===== src/inc/usb_attach_pkg.sv =====
// Purpose: Shared constants and types of the USB attach/suspend/power sequencer.
// Assumes: 50 MHz system clock, a 16-bit register port on the USB peripheral.
// Notes:   Peripheral register offsets and bit positions are parameters of this file.
`default_nettype none

package usb_attach_pkg;

    // Time base
    localparam int CLK_PERIOD_NS  = 20;
    localparam int OSC_SETTLE_NS  = 1_500_000;
    localparam int PLL_LOCK_NS    = 8_300;
    localparam int CLK_OFF_NS     = 3_000;
    localparam int DEB_GAP_NS     = 1_000_000;
    // Least times, rounded up to whole cycles
    localparam int OSC_SETTLE_CYC = (OSC_SETTLE_NS + CLK_PERIOD_NS - 1) / CLK_PERIOD_NS;
    localparam int PLL_LOCK_CYC   = (PLL_LOCK_NS + CLK_PERIOD_NS - 1) / CLK_PERIOD_NS;
    localparam int CLK_OFF_CYC    = (CLK_OFF_NS + CLK_PERIOD_NS - 1) / CLK_PERIOD_NS;
    localparam int DEB_GAP_CYC    = (DEB_GAP_NS + CLK_PERIOD_NS - 1) / CLK_PERIOD_NS;
    // Equal level reads in a row before a level is trusted
    localparam logic [2:0] DEB_READS = 3'h4;

    // Peripheral register map
    localparam logic [7:0] DEV_XCVR_ADR   = 8'h00;
    localparam logic [7:0] DEV_INTEN_ADR  = 8'h02;
    localparam logic [7:0] DEV_INTSTS_ADR = 8'h04;
    localparam logic [7:0] DEV_WAKE_ADR   = 8'h06;
    // Transceiver control bits
    localparam int XCVR_USB_EN   = 0;
    localparam int XCVR_HS_ALLOW = 1;
    localparam int XCVR_OSC_EN   = 2;
    localparam int XCVR_REF_EN   = 3;
    localparam int XCVR_PLL_EN   = 4;
    localparam int XCVR_SYS_EN   = 5;
    localparam int XCVR_PULLUP   = 6;
    // Interrupt enable bits
    localparam int INTEN_VBUS    = 0;
    localparam int INTEN_RESUME  = 1;
    localparam int INTEN_STATE   = 2;
    // Interrupt status bits (write 0 clears, write 1 leaves)
    localparam int STS_VBUS_FLAG = 15;
    localparam int STS_RESUME    = 14;
    localparam int STS_STATE_IRQ = 12;
    localparam int STS_VBUS_LVL  = 7;
    localparam int STS_DSTATE_LO = 4;
    localparam int STS_DSTATE_HI = 6;
    localparam int WAKE_REQ_BIT  = 8;
    localparam logic [15:0] DEV_RESET_VAL = 16'h0000;
    localparam logic [15:0] STS_KEEP_ALL  = 16'hFFFF;
    localparam logic [15:0] INTEN_RUN     = 16'h0005;
    localparam logic [15:0] INTEN_SUSP    = 16'h0007;

    // Software register map (byte offsets)
    localparam logic [7:0] WB_CTRL_ADR  = 8'h00;
    localparam logic [7:0] WB_STAT_ADR  = 8'h04;
    localparam logic [7:0] WB_ISTS_ADR  = 8'h08;
    localparam logic [7:0] WB_IMSK_ADR  = 8'h0C;
    localparam int CTRL_START    = 0;
    localparam int CTRL_HS_ALLOW = 1;
    localparam int CTRL_WAKE     = 2;
    // Event bits of the interrupt status and mask registers
    localparam int EV_ATTACH  = 0;
    localparam int EV_DETACH  = 1;
    localparam int EV_SUSPEND = 2;
    localparam int EV_RESUME  = 3;
    localparam int EV_WAKE    = 4;
    localparam int EV_W       = 5;
    localparam logic [EV_W-1:0] EV_NONE = 5'h00;

    typedef struct packed {
        logic        req;
        logic        we;
        logic [7:0]  adr;
        logic [15:0] wdat;
    } dev_req_t;

    localparam dev_req_t DEV_IDLE = '{req: 1'b0, we: 1'b0, adr: 8'h00, wdat: 16'h0000};

    typedef enum logic [4:0] {
        S_IDLE     = 5'b00000, S_BUS      = 5'b00001, S_WAIT     = 5'b00010,
        S_INIT_EN  = 5'b00011, S_DEB      = 5'b00100, S_DEB_CHK  = 5'b00101,
        S_IRQ_READ = 5'b00110, S_IRQ_CHK  = 5'b00111, S_CLR_VB0  = 5'b01000,
        S_CLR_VB1  = 5'b01001, S_CLR_STATE_CHANGE_IRQ = 5'b01010, S_STATE_CHANGE_IRQ_CHK = 5'b01011,
        S_ATT_HS   = 5'b01100, S_CLK_X    = 5'b01101, S_CLK_R    = 5'b01110,
        S_CLK_P    = 5'b01111, S_CLK_S    = 5'b10000, S_ATT_RPU  = 5'b10001,
        S_DET_RPU  = 5'b10010, S_OFF_S    = 5'b10011, S_OFF_P    = 5'b10100,
        S_OFF_R    = 5'b10101, S_OFF_X    = 5'b10110, S_SUS_RESUME_IRQ_ENABLE = 5'b10111,
        S_WK_RESUME_IRQ_ENABLE  = 5'b11000, S_WK_READ  = 5'b11001, S_WK_CHK   = 5'b11010,
        S_WK_REQ   = 5'b11011, S_CLR_RESUME_FLAG = 5'b11100, S_ARM      = 5'b11101
    } seq_state_t;

    typedef enum logic [2:0] {
        G_NONE    = 3'b000, G_ATTACH = 3'b001, G_DETACH = 3'b010,
        G_SUSPEND = 3'b011, G_RESUME = 3'b100, G_WAKE   = 3'b101
    } goal_t;

endpackage

`default_nettype wire


===== src/design/usb_attach_suspend_power_ctrl.sv =====
// Purpose: Host-side sequencer that drives a USB peripheral through attach,
//          detach, suspend, resume and remote wakeup over its register port.
// Assumes: Peripheral port answers each request with a one-cycle ack.
// Notes:   Software orders and status go through a classic Wishbone slave.
`timescale 1ns/10ps
`default_nettype none

module usb_attach_suspend_power_ctrl
    import usb_attach_pkg::*;
#(
    parameter int OSC_WAIT_CYC = OSC_SETTLE_CYC,
    parameter int DEB_WAIT_CYC = DEB_GAP_CYC
) (
    input  wire logic        clk_i,
    input  wire logic        rst_i,
    input  wire logic        wb_cyc_i,
    input  wire logic        wb_stb_i,
    input  wire logic        wb_we_i,
    input  wire logic [7:0]  wb_adr_i,
    input  wire logic [3:0]  wb_sel_i,
    input  wire logic [31:0] wb_dat_i,
    output logic      [31:0] wb_dat_o,
    output logic             wb_ack_o,
    output logic             irq_o,
    output dev_req_t         dev_o,
    input  wire logic [15:0] dev_rdat_i,
    input  wire logic        dev_ack_i,
    input  wire logic        dev_irq_i
);

    seq_state_t      state_r;
    seq_state_t      state_nxt;
    seq_state_t      ret_r;
    goal_t           goal_r;
    goal_t           goal_nxt;
    logic [31:0]     wait_r;
    logic [31:0]     cnt_r;
    logic [15:0]     xcvr_r;
    logic [15:0]     rd_r;
    logic [2:0]      deb_cnt_r;
    logic [2:0]      deb_cnt_nxt;
    logic            deb_lvl_r;
    logic            enabled_r;
    logic            attached_r;
    logic            start_pend_r;
    logic            wake_pend_r;
    logic            hs_allow_r;
    logic [EV_W-1:0] ists_r;
    logic [EV_W-1:0] imsk_r;
    logic [EV_W-1:0] ev_set;
    logic [EV_W-1:0] ists_nxt;

    // Step table: one peripheral access per step state
    logic            st_step;
    logic            st_we;
    logic [7:0]      st_adr;
    logic [15:0]     st_dat;
    seq_state_t      st_ret;
    logic [31:0]     st_wait;

    wire        sys_on    = xcvr_r[XCVR_SYS_EN];
    wire        suspended = attached_r & ~sys_on;
    wire        rd_lvl    = rd_r[STS_VBUS_LVL];
    wire        rd_susp   = rd_r[STS_DSTATE_HI];
    wire        deb_same  = (deb_cnt_r == 3'h0) | (rd_lvl == deb_lvl_r);
    wire        deb_done  = (deb_cnt_nxt == DEB_READS);

    wire        wb_req    = wb_cyc_i & wb_stb_i & ~wb_ack_o;
    wire        wb_wr     = wb_req & wb_we_i & wb_sel_i[0];
    wire        wb_rd     = wb_req & ~wb_we_i;
    wire        wr_ctrl   = wb_wr & (wb_adr_i == WB_CTRL_ADR);
    wire        wr_imsk   = wb_wr & (wb_adr_i == WB_IMSK_ADR);
    wire        rd_ists   = wb_rd & (wb_adr_i == WB_ISTS_ADR);
    wire [31:0] stat_word = {11'h000, state_r, 5'h00, rd_r[STS_DSTATE_HI:STS_DSTATE_LO],
                             3'h0, deb_lvl_r, suspended, attached_r, enabled_r,
                             state_r != S_IDLE};
    wire [31:0] rd_mux    = (wb_adr_i == WB_CTRL_ADR) ? {30'h0000_0000, hs_allow_r, 1'b0} :
                            (wb_adr_i == WB_STAT_ADR) ? stat_word :
                            (wb_adr_i == WB_ISTS_ADR) ? {27'h000_0000, ists_r} :
                            (wb_adr_i == WB_IMSK_ADR) ? {27'h000_0000, imsk_r} :
                            32'h0000_0000;

    assign deb_cnt_nxt = deb_same ? deb_cnt_r + 3'h1 : 3'h1;

    always_comb begin
        st_step = 1'b1;
        st_we   = 1'b1;
        st_adr  = DEV_XCVR_ADR;
        st_dat  = xcvr_r;
        st_ret  = S_IDLE;
        st_wait = 32'h0000_0000;
        ev_set  = EV_NONE;
        case (state_r)
            S_INIT_EN: begin
                st_dat[XCVR_USB_EN] = 1'b1;
                st_ret = S_DEB;
            end
            S_DEB: begin
                st_we   = 1'b0;
                st_adr  = DEV_INTSTS_ADR;
                st_ret  = S_DEB_CHK;
                st_wait = 32'(DEB_WAIT_CYC);
            end
            S_IRQ_READ, S_WK_READ: begin
                st_we  = 1'b0;
                st_adr = DEV_INTSTS_ADR;
                st_ret = (state_r == S_WK_READ) ? S_WK_CHK : S_IRQ_CHK;
            end
            S_CLR_VB0: begin
                st_adr = DEV_INTSTS_ADR;
                st_dat = STS_KEEP_ALL;
                st_dat[STS_VBUS_FLAG] = 1'b0;
                st_ret = S_CLR_VB1;
            end
            S_CLR_VB1: begin
                st_adr = DEV_INTSTS_ADR;
                st_dat = STS_KEEP_ALL;
                st_ret = S_DEB;
            end
            S_CLR_STATE_CHANGE_IRQ: begin
                st_adr = DEV_INTSTS_ADR;
                st_dat = STS_KEEP_ALL;
                st_dat[STS_STATE_IRQ] = 1'b0;
                st_ret = S_STATE_CHANGE_IRQ_CHK;
            end
            S_ATT_HS: begin
                st_dat[XCVR_HS_ALLOW] = hs_allow_r;
                st_ret = S_CLK_X;
            end
            S_CLK_X: begin
                st_dat[XCVR_OSC_EN] = 1'b1;
                st_ret  = S_CLK_R;
                st_wait = 32'(OSC_WAIT_CYC);
            end
            S_CLK_R: begin
                st_dat[XCVR_REF_EN] = 1'b1;
                st_ret = S_CLK_P;
            end
            S_CLK_P: begin
                st_dat[XCVR_PLL_EN] = 1'b1;
                st_ret  = S_CLK_S;
                st_wait = 32'(PLL_LOCK_CYC);
            end
            S_CLK_S: begin
                st_dat[XCVR_SYS_EN] = 1'b1;
                st_ret = (goal_r == G_ATTACH) ? S_ATT_RPU :
                         (goal_r == G_WAKE)   ? S_WK_READ : S_CLR_RESUME_FLAG;
            end
            S_ATT_RPU: begin
                st_dat[XCVR_PULLUP] = 1'b1;
                st_ret = S_ARM;
            end
            S_DET_RPU: begin
                st_dat[XCVR_PULLUP] = 1'b0;
                st_ret = S_OFF_S;
            end
            S_OFF_S: begin
                st_dat[XCVR_SYS_EN] = 1'b0;
                st_ret  = S_OFF_P;
                st_wait = 32'(CLK_OFF_CYC);
            end
            S_OFF_P: begin
                st_dat[XCVR_PLL_EN] = 1'b0;
                st_ret  = S_OFF_R;
                st_wait = 32'(CLK_OFF_CYC);
            end
            S_OFF_R: begin
                st_dat[XCVR_REF_EN] = 1'b0;
                st_ret  = S_OFF_X;
                st_wait = 32'(CLK_OFF_CYC);
            end
            S_OFF_X: begin
                st_dat[XCVR_OSC_EN] = 1'b0;
                st_ret = (goal_r == G_SUSPEND) ? S_SUS_RESUME_IRQ_ENABLE : S_IDLE;
                ev_set[EV_DETACH] = (goal_r == G_DETACH);
            end
            S_SUS_RESUME_IRQ_ENABLE: begin
                st_adr = DEV_INTEN_ADR;
                st_dat = INTEN_SUSP;
                ev_set[EV_SUSPEND] = 1'b1;
            end
            S_WK_RESUME_IRQ_ENABLE: begin
                st_adr = DEV_INTEN_ADR;
                st_dat = INTEN_RUN;
                st_ret = S_CLK_X;
            end
            S_WK_REQ: begin
                st_adr = DEV_WAKE_ADR;
                st_dat = DEV_RESET_VAL;
                st_dat[WAKE_REQ_BIT] = 1'b1;
                st_ret = S_CLR_RESUME_FLAG;
            end
            S_CLR_RESUME_FLAG: begin
                st_adr = DEV_INTSTS_ADR;
                st_dat = STS_KEEP_ALL;
                st_dat[STS_RESUME] = 1'b0;
                st_ret = S_ARM;
            end
            S_ARM: begin
                st_adr = DEV_INTEN_ADR;
                st_dat = INTEN_RUN;
                ev_set[EV_ATTACH] = (goal_r == G_ATTACH);
                ev_set[EV_RESUME] = (goal_r == G_RESUME);
                ev_set[EV_WAKE]   = (goal_r == G_WAKE);
            end
            default: st_step = 1'b0;
        endcase
    end

    always_comb begin
        state_nxt = state_r;
        goal_nxt  = goal_r;
        if (st_step) begin
            state_nxt = S_BUS;
        end else begin
            case (state_r)
                S_IDLE: begin
                    if (enabled_r & dev_irq_i) begin
                        state_nxt = S_IRQ_READ;
                    end else if (wake_pend_r & suspended) begin
                        goal_nxt  = G_WAKE;
                        state_nxt = S_WK_RESUME_IRQ_ENABLE;
                    end else if (start_pend_r) begin
                        goal_nxt  = G_NONE;
                        state_nxt = S_INIT_EN;
                    end
                end
                S_BUS: begin
                    if (dev_ack_i) begin
                        state_nxt = S_WAIT;
                    end
                end
                S_WAIT: begin
                    if (cnt_r == 32'h0000_0000) begin
                        state_nxt = ret_r;
                    end
                end
                // act only on a stable level
                S_DEB_CHK: begin
                    if (!deb_done) begin
                        state_nxt = S_DEB;
                    end else if (rd_lvl & ~attached_r) begin
                        goal_nxt  = G_ATTACH;
                        state_nxt = S_ATT_HS;
                    end else if (~rd_lvl & attached_r) begin
                        goal_nxt  = G_DETACH;
                        state_nxt = S_DET_RPU;
                    end else begin
                        goal_nxt  = G_NONE;
                        state_nxt = S_ARM;
                    end
                end
                S_IRQ_CHK: begin
                    if (rd_r[STS_VBUS_FLAG]) begin
                        state_nxt = S_CLR_VB0;
                    end else if (rd_r[STS_STATE_IRQ]) begin
                        state_nxt = S_CLR_STATE_CHANGE_IRQ;
                    end else if (rd_r[STS_RESUME]) begin
                        goal_nxt  = suspended ? G_RESUME : G_NONE;
                        state_nxt = suspended ? S_CLK_X : S_CLR_RESUME_FLAG;
                    end else begin
                        state_nxt = S_IDLE;
                    end
                end
                // gate clocks on entry to suspend
                S_STATE_CHANGE_IRQ_CHK: begin
                    if (rd_susp & attached_r & sys_on) begin
                        goal_nxt  = G_SUSPEND;
                        state_nxt = S_OFF_S;
                    end else begin
                        state_nxt = S_IDLE;
                    end
                end
                S_WK_CHK: begin
                    if (rd_r[STS_RESUME] | ~rd_susp) begin
                        state_nxt = S_CLR_RESUME_FLAG;
                    end else begin
                        state_nxt = S_WK_REQ;
                    end
                end
                default: state_nxt = S_IDLE;
            endcase
        end
    end

    // Read of the interrupt status clears it, but a new event still lands
    assign ists_nxt = (rd_ists ? EV_NONE : ists_r) | ev_set;

    always_ff @(posedge clk_i) begin
        if (rst_i) begin
            state_r <= S_IDLE;
            ret_r   <= S_IDLE;
            goal_r  <= G_NONE;
            wait_r  <= 32'h0000_0000;
            cnt_r   <= 32'h0000_0000;
            dev_o   <= DEV_IDLE;
            xcvr_r  <= DEV_RESET_VAL;
            rd_r    <= DEV_RESET_VAL;
        end else begin
            state_r <= state_nxt;
            goal_r  <= goal_nxt;
            if (st_step) begin
                dev_o  <= '{req: 1'b1, we: st_we, adr: st_adr, wdat: st_dat};
                ret_r  <= st_ret;
                wait_r <= st_wait;
            end
            if (st_step & st_we & (st_adr == DEV_XCVR_ADR)) begin
                xcvr_r <= st_dat;
            end
            if (state_r == S_BUS && dev_ack_i) begin
                dev_o.req <= 1'b0;
                cnt_r     <= wait_r;
                if (!dev_o.we) begin
                    rd_r <= dev_rdat_i;
                end
            end else if (state_r == S_WAIT && cnt_r != 32'h0000_0000) begin
                cnt_r <= cnt_r - 32'h0000_0001;
            end
        end
    end

    always_ff @(posedge clk_i) begin
        if (rst_i) begin
            deb_cnt_r <= 3'h0;
            deb_lvl_r <= 1'b0;
        end else if (state_r == S_DEB_CHK) begin
            deb_cnt_r <= deb_done ? 3'h0 : deb_cnt_nxt;
            deb_lvl_r <= rd_lvl;
        end
    end

    always_ff @(posedge clk_i) begin
        if (rst_i) begin
            enabled_r    <= 1'b0;
            attached_r   <= 1'b0;
            start_pend_r <= 1'b0;
            wake_pend_r  <= 1'b0;
        end else begin
            if (state_r == S_INIT_EN) begin
                enabled_r <= 1'b1;
            end
            if (ev_set[EV_ATTACH]) begin
                attached_r <= 1'b1;
            end else if (ev_set[EV_DETACH]) begin
                attached_r <= 1'b0;
            end
            start_pend_r <= (wr_ctrl & wb_dat_i[CTRL_START]) |
                            (start_pend_r & (state_nxt != S_INIT_EN));
            // A wakeup asked for outside suspend has nothing to do
            wake_pend_r  <= (wr_ctrl & wb_dat_i[CTRL_WAKE]) |
                            (wake_pend_r & suspended & (goal_nxt != G_WAKE));
        end
    end

    always_ff @(posedge clk_i) begin
        if (rst_i) begin
            hs_allow_r <= 1'b0;
            imsk_r     <= EV_NONE;
            ists_r     <= EV_NONE;
            wb_ack_o   <= 1'b0;
            wb_dat_o   <= 32'h0000_0000;
            irq_o      <= 1'b0;
        end else begin
            if (wr_ctrl) begin
                hs_allow_r <= wb_dat_i[CTRL_HS_ALLOW];
            end
            if (wr_imsk) begin
                imsk_r <= wb_dat_i[EV_W-1:0];
            end
            ists_r   <= ists_nxt;
            wb_ack_o <= wb_req;
            wb_dat_o <= wb_rd ? rd_mux : 32'h0000_0000;
            irq_o    <= |(ists_nxt & imsk_r);
        end
    end

endmodule

`default_nettype wire


===== config.mk =====
export PLATFORM = sky130hd
export DESIGN_NAME = usb_attach_suspend_power_ctrl
export DESIGN_NICKNAME = d
export VERILOG_FILES = /design/src/inc/usb_attach_pkg.sv /design/src/design/usb_attach_suspend_power_ctrl.sv
export SDC_FILE = /design/constraint.sdc
export NUM_CORES = 1
export LEC_CHECK = 0
export BUFFER_PORTS_ARGS = -buffer_cell sky130_fd_sc_hd__buf_2
export CAP_MARGIN = 20
export CORE_UTILIZATION = 51
export DETAILED_ROUTE_END_ITERATION = 10
export GPL_TIMING_DRIVEN = 0
export HOLD_SLACK_MARGIN = 0.15
export PLACE_DENSITY = 0.83
export SLEW_MARGIN = 10
export SYNTH_ARGS = -nofsm -noshare
export SYNTH_HDL_FRONTEND = slang
export SYNTH_SLANG_ARGS = --single-unit
export TNS_END_PERCENT = 30

===== constraint.sdc =====
create_clock -name clk_i -period 2.3 [get_ports clk_i]
set_clock_uncertainty 0.1 [all_clocks]
set_input_delay 0.115 -clock clk_i [delete_from_list [all_inputs] [get_ports clk_i]]
set_output_delay 0.115 -clock clk_i [all_outputs]
set_load 0.05 [all_outputs]

==> results.toml <==
[timing]
setup_tns_ns = -2.91
setup_ws_ns = -0.268
rsz0062_at_grt = "true"
min_period_over_period = 1.12
fin_crit_ns = 2.57
max_freq_ghz = 0.389
worstMarginPinSlew_ns = 1.11
finalHoldViolCount = 0
relSlewSlack = 0.251
slew_viol_final = 0
setup_viol = 37

[floorplan]
die_area_sq_um = 14100
fp.coreArea_sq_um = 13200
row_count = 42
die_width_microns = 119
die_y_microns = 119
io_pins = 127
start_util = 0.525

[clocking]
clock_sinks = 131
clk_pin_slew_worst_paths_ns = 0.06
ctsRootBufferMaster = "clkbuf_16"
clockBufferDepth = 2
clock_latency_ns = 0.43
htree_levels = 4
cts_inserted_buffers = 17
cts_tree = "done"

[place]
dp_hpwl_mm = 16.7
gp_congestion = 0.971
place_inst = 1140
place.port_buffers = 61

[worst_setup_path]
cp_cell_sequence = "clkbuf_4 -> or2_4 -> nor3_4 -> buf_4 -> a21boi_4 -> buf_4 -> nor4b_1 -> xnor2_1 -> nor2_1"
r2r_start = "state_r[4]$_SDFF_PP0_"
reg2reg_to = "cnt_r[20]$_SDFFE_PP0P_"
cp_data_arrival_time_ns = 2.78
cp.depth = 9
crit_fanout = 10
cpPeakStageDelay_ns = 0.44
path_class = "reg2reg"
endpoint = "cnt_r[20]$_SDFFE_PP0P_"
cp_num_buf_inv = 3
cp_top_family = "simple AND/OR/NAND/NOR gates"
slowest_stage = "nor4b_1"
crit_top_cell = "buf_4"
ff2ff_path_depth = 9
worstSetupEndpointType = "register"
required_ns = 2.51
startpoint = "state_r[4]$_SDFF_PP0_"
crit_path_start_kind = "register"
r2r_setup_slack_ns = -0.27

[outcome]
status = "complete, but fails checks"
violations = "negative setup slack"

[logic_synthesis]
syn_inst = 879
synth_edf_count = 0
async_flop_share = 0
synth.distinct_cells = 70
mappedNetlistArea_sq_um = 6950
avgSynthCellArea_sq_um = 7.91
ys_seq_area_frac = 0.377
ys_ff_latch = 131
ys_warn_count = 0
synth_ff_type = "dfxtp_1"

[hold_path]
hold_path.class = "in2reg"
worstHoldStart = "dev_ack_i"

[power]
powerDensity_nw_per_um2 = 581
power_mw = 5.38
leakage_nw = 3.67
irDropWorstVdd_uv = 646

[routing]
post_drt_wl_per_cell_microns = 21.7
ant_nets = 0
via_per_inst = 6.28
drt-initial-drc-count = 1015
drcViolationCount = 0
totalWireLength_mm = 26.6
dr_total_vias = 7695
firstDrtPassIters = 7

[finish]
fillCellCount = 1027
fin_nets = 1111
fin_cells = 1226
area.growth.synth_to_final_pct = 33.1
fin_util = 0.699
drive_gt1_frac = 0.270
diodes = 0

[global_route]
grt_max_degree = 17
grt_pass1_vias = 7033
antenna_found_initial = 0
grt_usage = 0.359
overflow = 0
grt_pass1_wl_mm = 38.7

[run]
max_cap_violations = 0
## tightest hold or removal path: cells and delay by family
kind	cells	cell delay, ns
AND/OR/NAND/NOR	1	0.07
AO/OA/AOI/OAI	3	0.43
buffers and inverters	1	0.13
## power by group
group          switching [mW]  leakage, nW  internal, mW
registers            0.000902         1.06          2.27
logic                   0.185         2.33        0.0825
clock network            1.12        0.285          1.72
total                    1.31         3.67          4.07
## final cells by class
class                           count  area [sq um]  share of cell area
Timing Repair Buffer              118           801              0.0866
Inverter                           17          66.3             0.00717
Multi-Input combinational cell    672          4390               0.474
Sequential cell                   131          2640               0.286
Tap cell                          176           220              0.0238
Clock inverter                     14           176              0.0191
Buffer                             80           527              0.0569
Clock buffer                       18           429              0.0464
## sequential cells by signal, summed over array words and instances, names as in the netlist
register      cells
cnt_r            32
dev_o            20
xcvr_r           16
wb_dat_o         13
wait_r            9
rd_r              7
imsk_r            5
ists_r            5
ret_r             5
state_r           5
deb_cnt_r         3
goal_r            3
attached_r        1
deb_lvl_r         1
enabled_r         1
hs_allow_r        1
irq_o             1
start_pend_r      1
wake_pend_r       1
wb_ack_o          1
## cell usage in the layout, fill, tap and decap left out, types with 5 or more instances in the layout
master,count
clkbuf_2,6
nor4_1,8
a22oi_1,18
buf_6,5
nor2b_1,22
xnor2_1,26
o22ai_1,8
a211oi_1,22
clkbuf_1,20
o21ai_0,52
a31oi_1,8
or3_1,5
clkbuf_16,17
clkbuf_4,18
nor3_1,16
buf_2,63
nor2_1,119
nand2_1,61
nand2b_1,18
a221oi_1,5
and2_1,14
conb_1,25
nand3_1,12
o31ai_1,5
dfxtp_2,7
dfxtp_1,121
a21oi_1,71
ha_1,5
nor4_2,7
inv_1,14
mux2i_1,11
nor3_4,7
dlygate4sd3_1,19
buf_4,63
## cells by family after synthesis
logic type | after synthesis | share of synthesized area
AND/OR/NAND/NOR | 347 | 0.253
AO/OA/AOI/OAI | 246 | 0.225
flip-flops | 131 | 0.377
buffers and inverters | 100 | 0.0686
XOR/XNOR | 34 | 0.0429
multiplexers | 13 | 0.0207
adder cells (fa/ha/maj) | 7 | 0.0126
other | 1 | 0.000540
## through the flow
step	hold WS, ns	setup slack (ns)	area, sq um
2_1_floorplan	0.151	-0.117	7080
3_3_place_gp	0.257	-0.869	7600
3_5_place_dp	0.262	-0.802	7600
4_1_cts	0.172	-0.131	8860
5_1_grt	0.234	-0.344	9250
6_report	0.244	-0.268	9250
## Yosys cell counts (9+ instances only)
master	instances	area share
a22oi_1	19	0.021
nor3_1	22	0.016
mux2i_1	11	0.016
xnor2_1	29	0.037
buf_4	26	0.028
inv_1	17	0.0092
nor4_1	15	0.014
a211oi_1	22	0.024
nand2_1	65	0.035
nand3_1	19	0.014
o22ai_1	9	0.0081
nor2b_1	26	0.023
nor2_1	125	0.068
a21oi_1	73	0.053
and2_1	14	0.013
o21ai_0	58	0.042
nand2b_1	21	0.019
dfxtp_1	131	0.38
clkbuf_1	46	0.025
## metal layers
| layer | up-vias | global-route usage | routed length (microns) |
|---|---|---|---|
| met5 | - | 0 | 0 |
| li1 | 3405 | - | - |
| met4 | 0 | 0.161 | 1150 |
| met3 | 112 | 0.0816 | 2700 |
| met1 | 3627 | 0.456 | 10300 |
| met2 | 551 | 0.579 | 12500 |
## repair_timing
| item | CTS | global route |
|---|---|---|
| setup endpoints to repair | 92 | 80 |
| pin swaps | 21 | 22 |
| endpoints found under the hold margin | 30 | 0 |
| gates cloned | 1 | 0 |
| gates resized for setup | 94 | 88 |
| buffers inserted | 21 | 16 |
| hold buffers | 19 | 0 |
## how the worst min path moves through the flow
stage                                  end  slack (ns)  depth (start not counted)
floorplan            rd_r[12]$_SDFFE_PP0P_        0.15                          2
global placement    imsk_r[3]$_SDFFE_PP0P_        0.26                          3
detailed placement    rd_r[6]$_SDFFE_PP0P_        0.26                          3
CTS                 wb_dat_o[4]$_SDFF_PP0_        0.17                          5
global route         state_r[0]$_SDFF_PP0_        0.23                          5
finish               state_r[0]$_SDFF_PP0_        0.24                          5
Power figures use the tool's default switching activity.
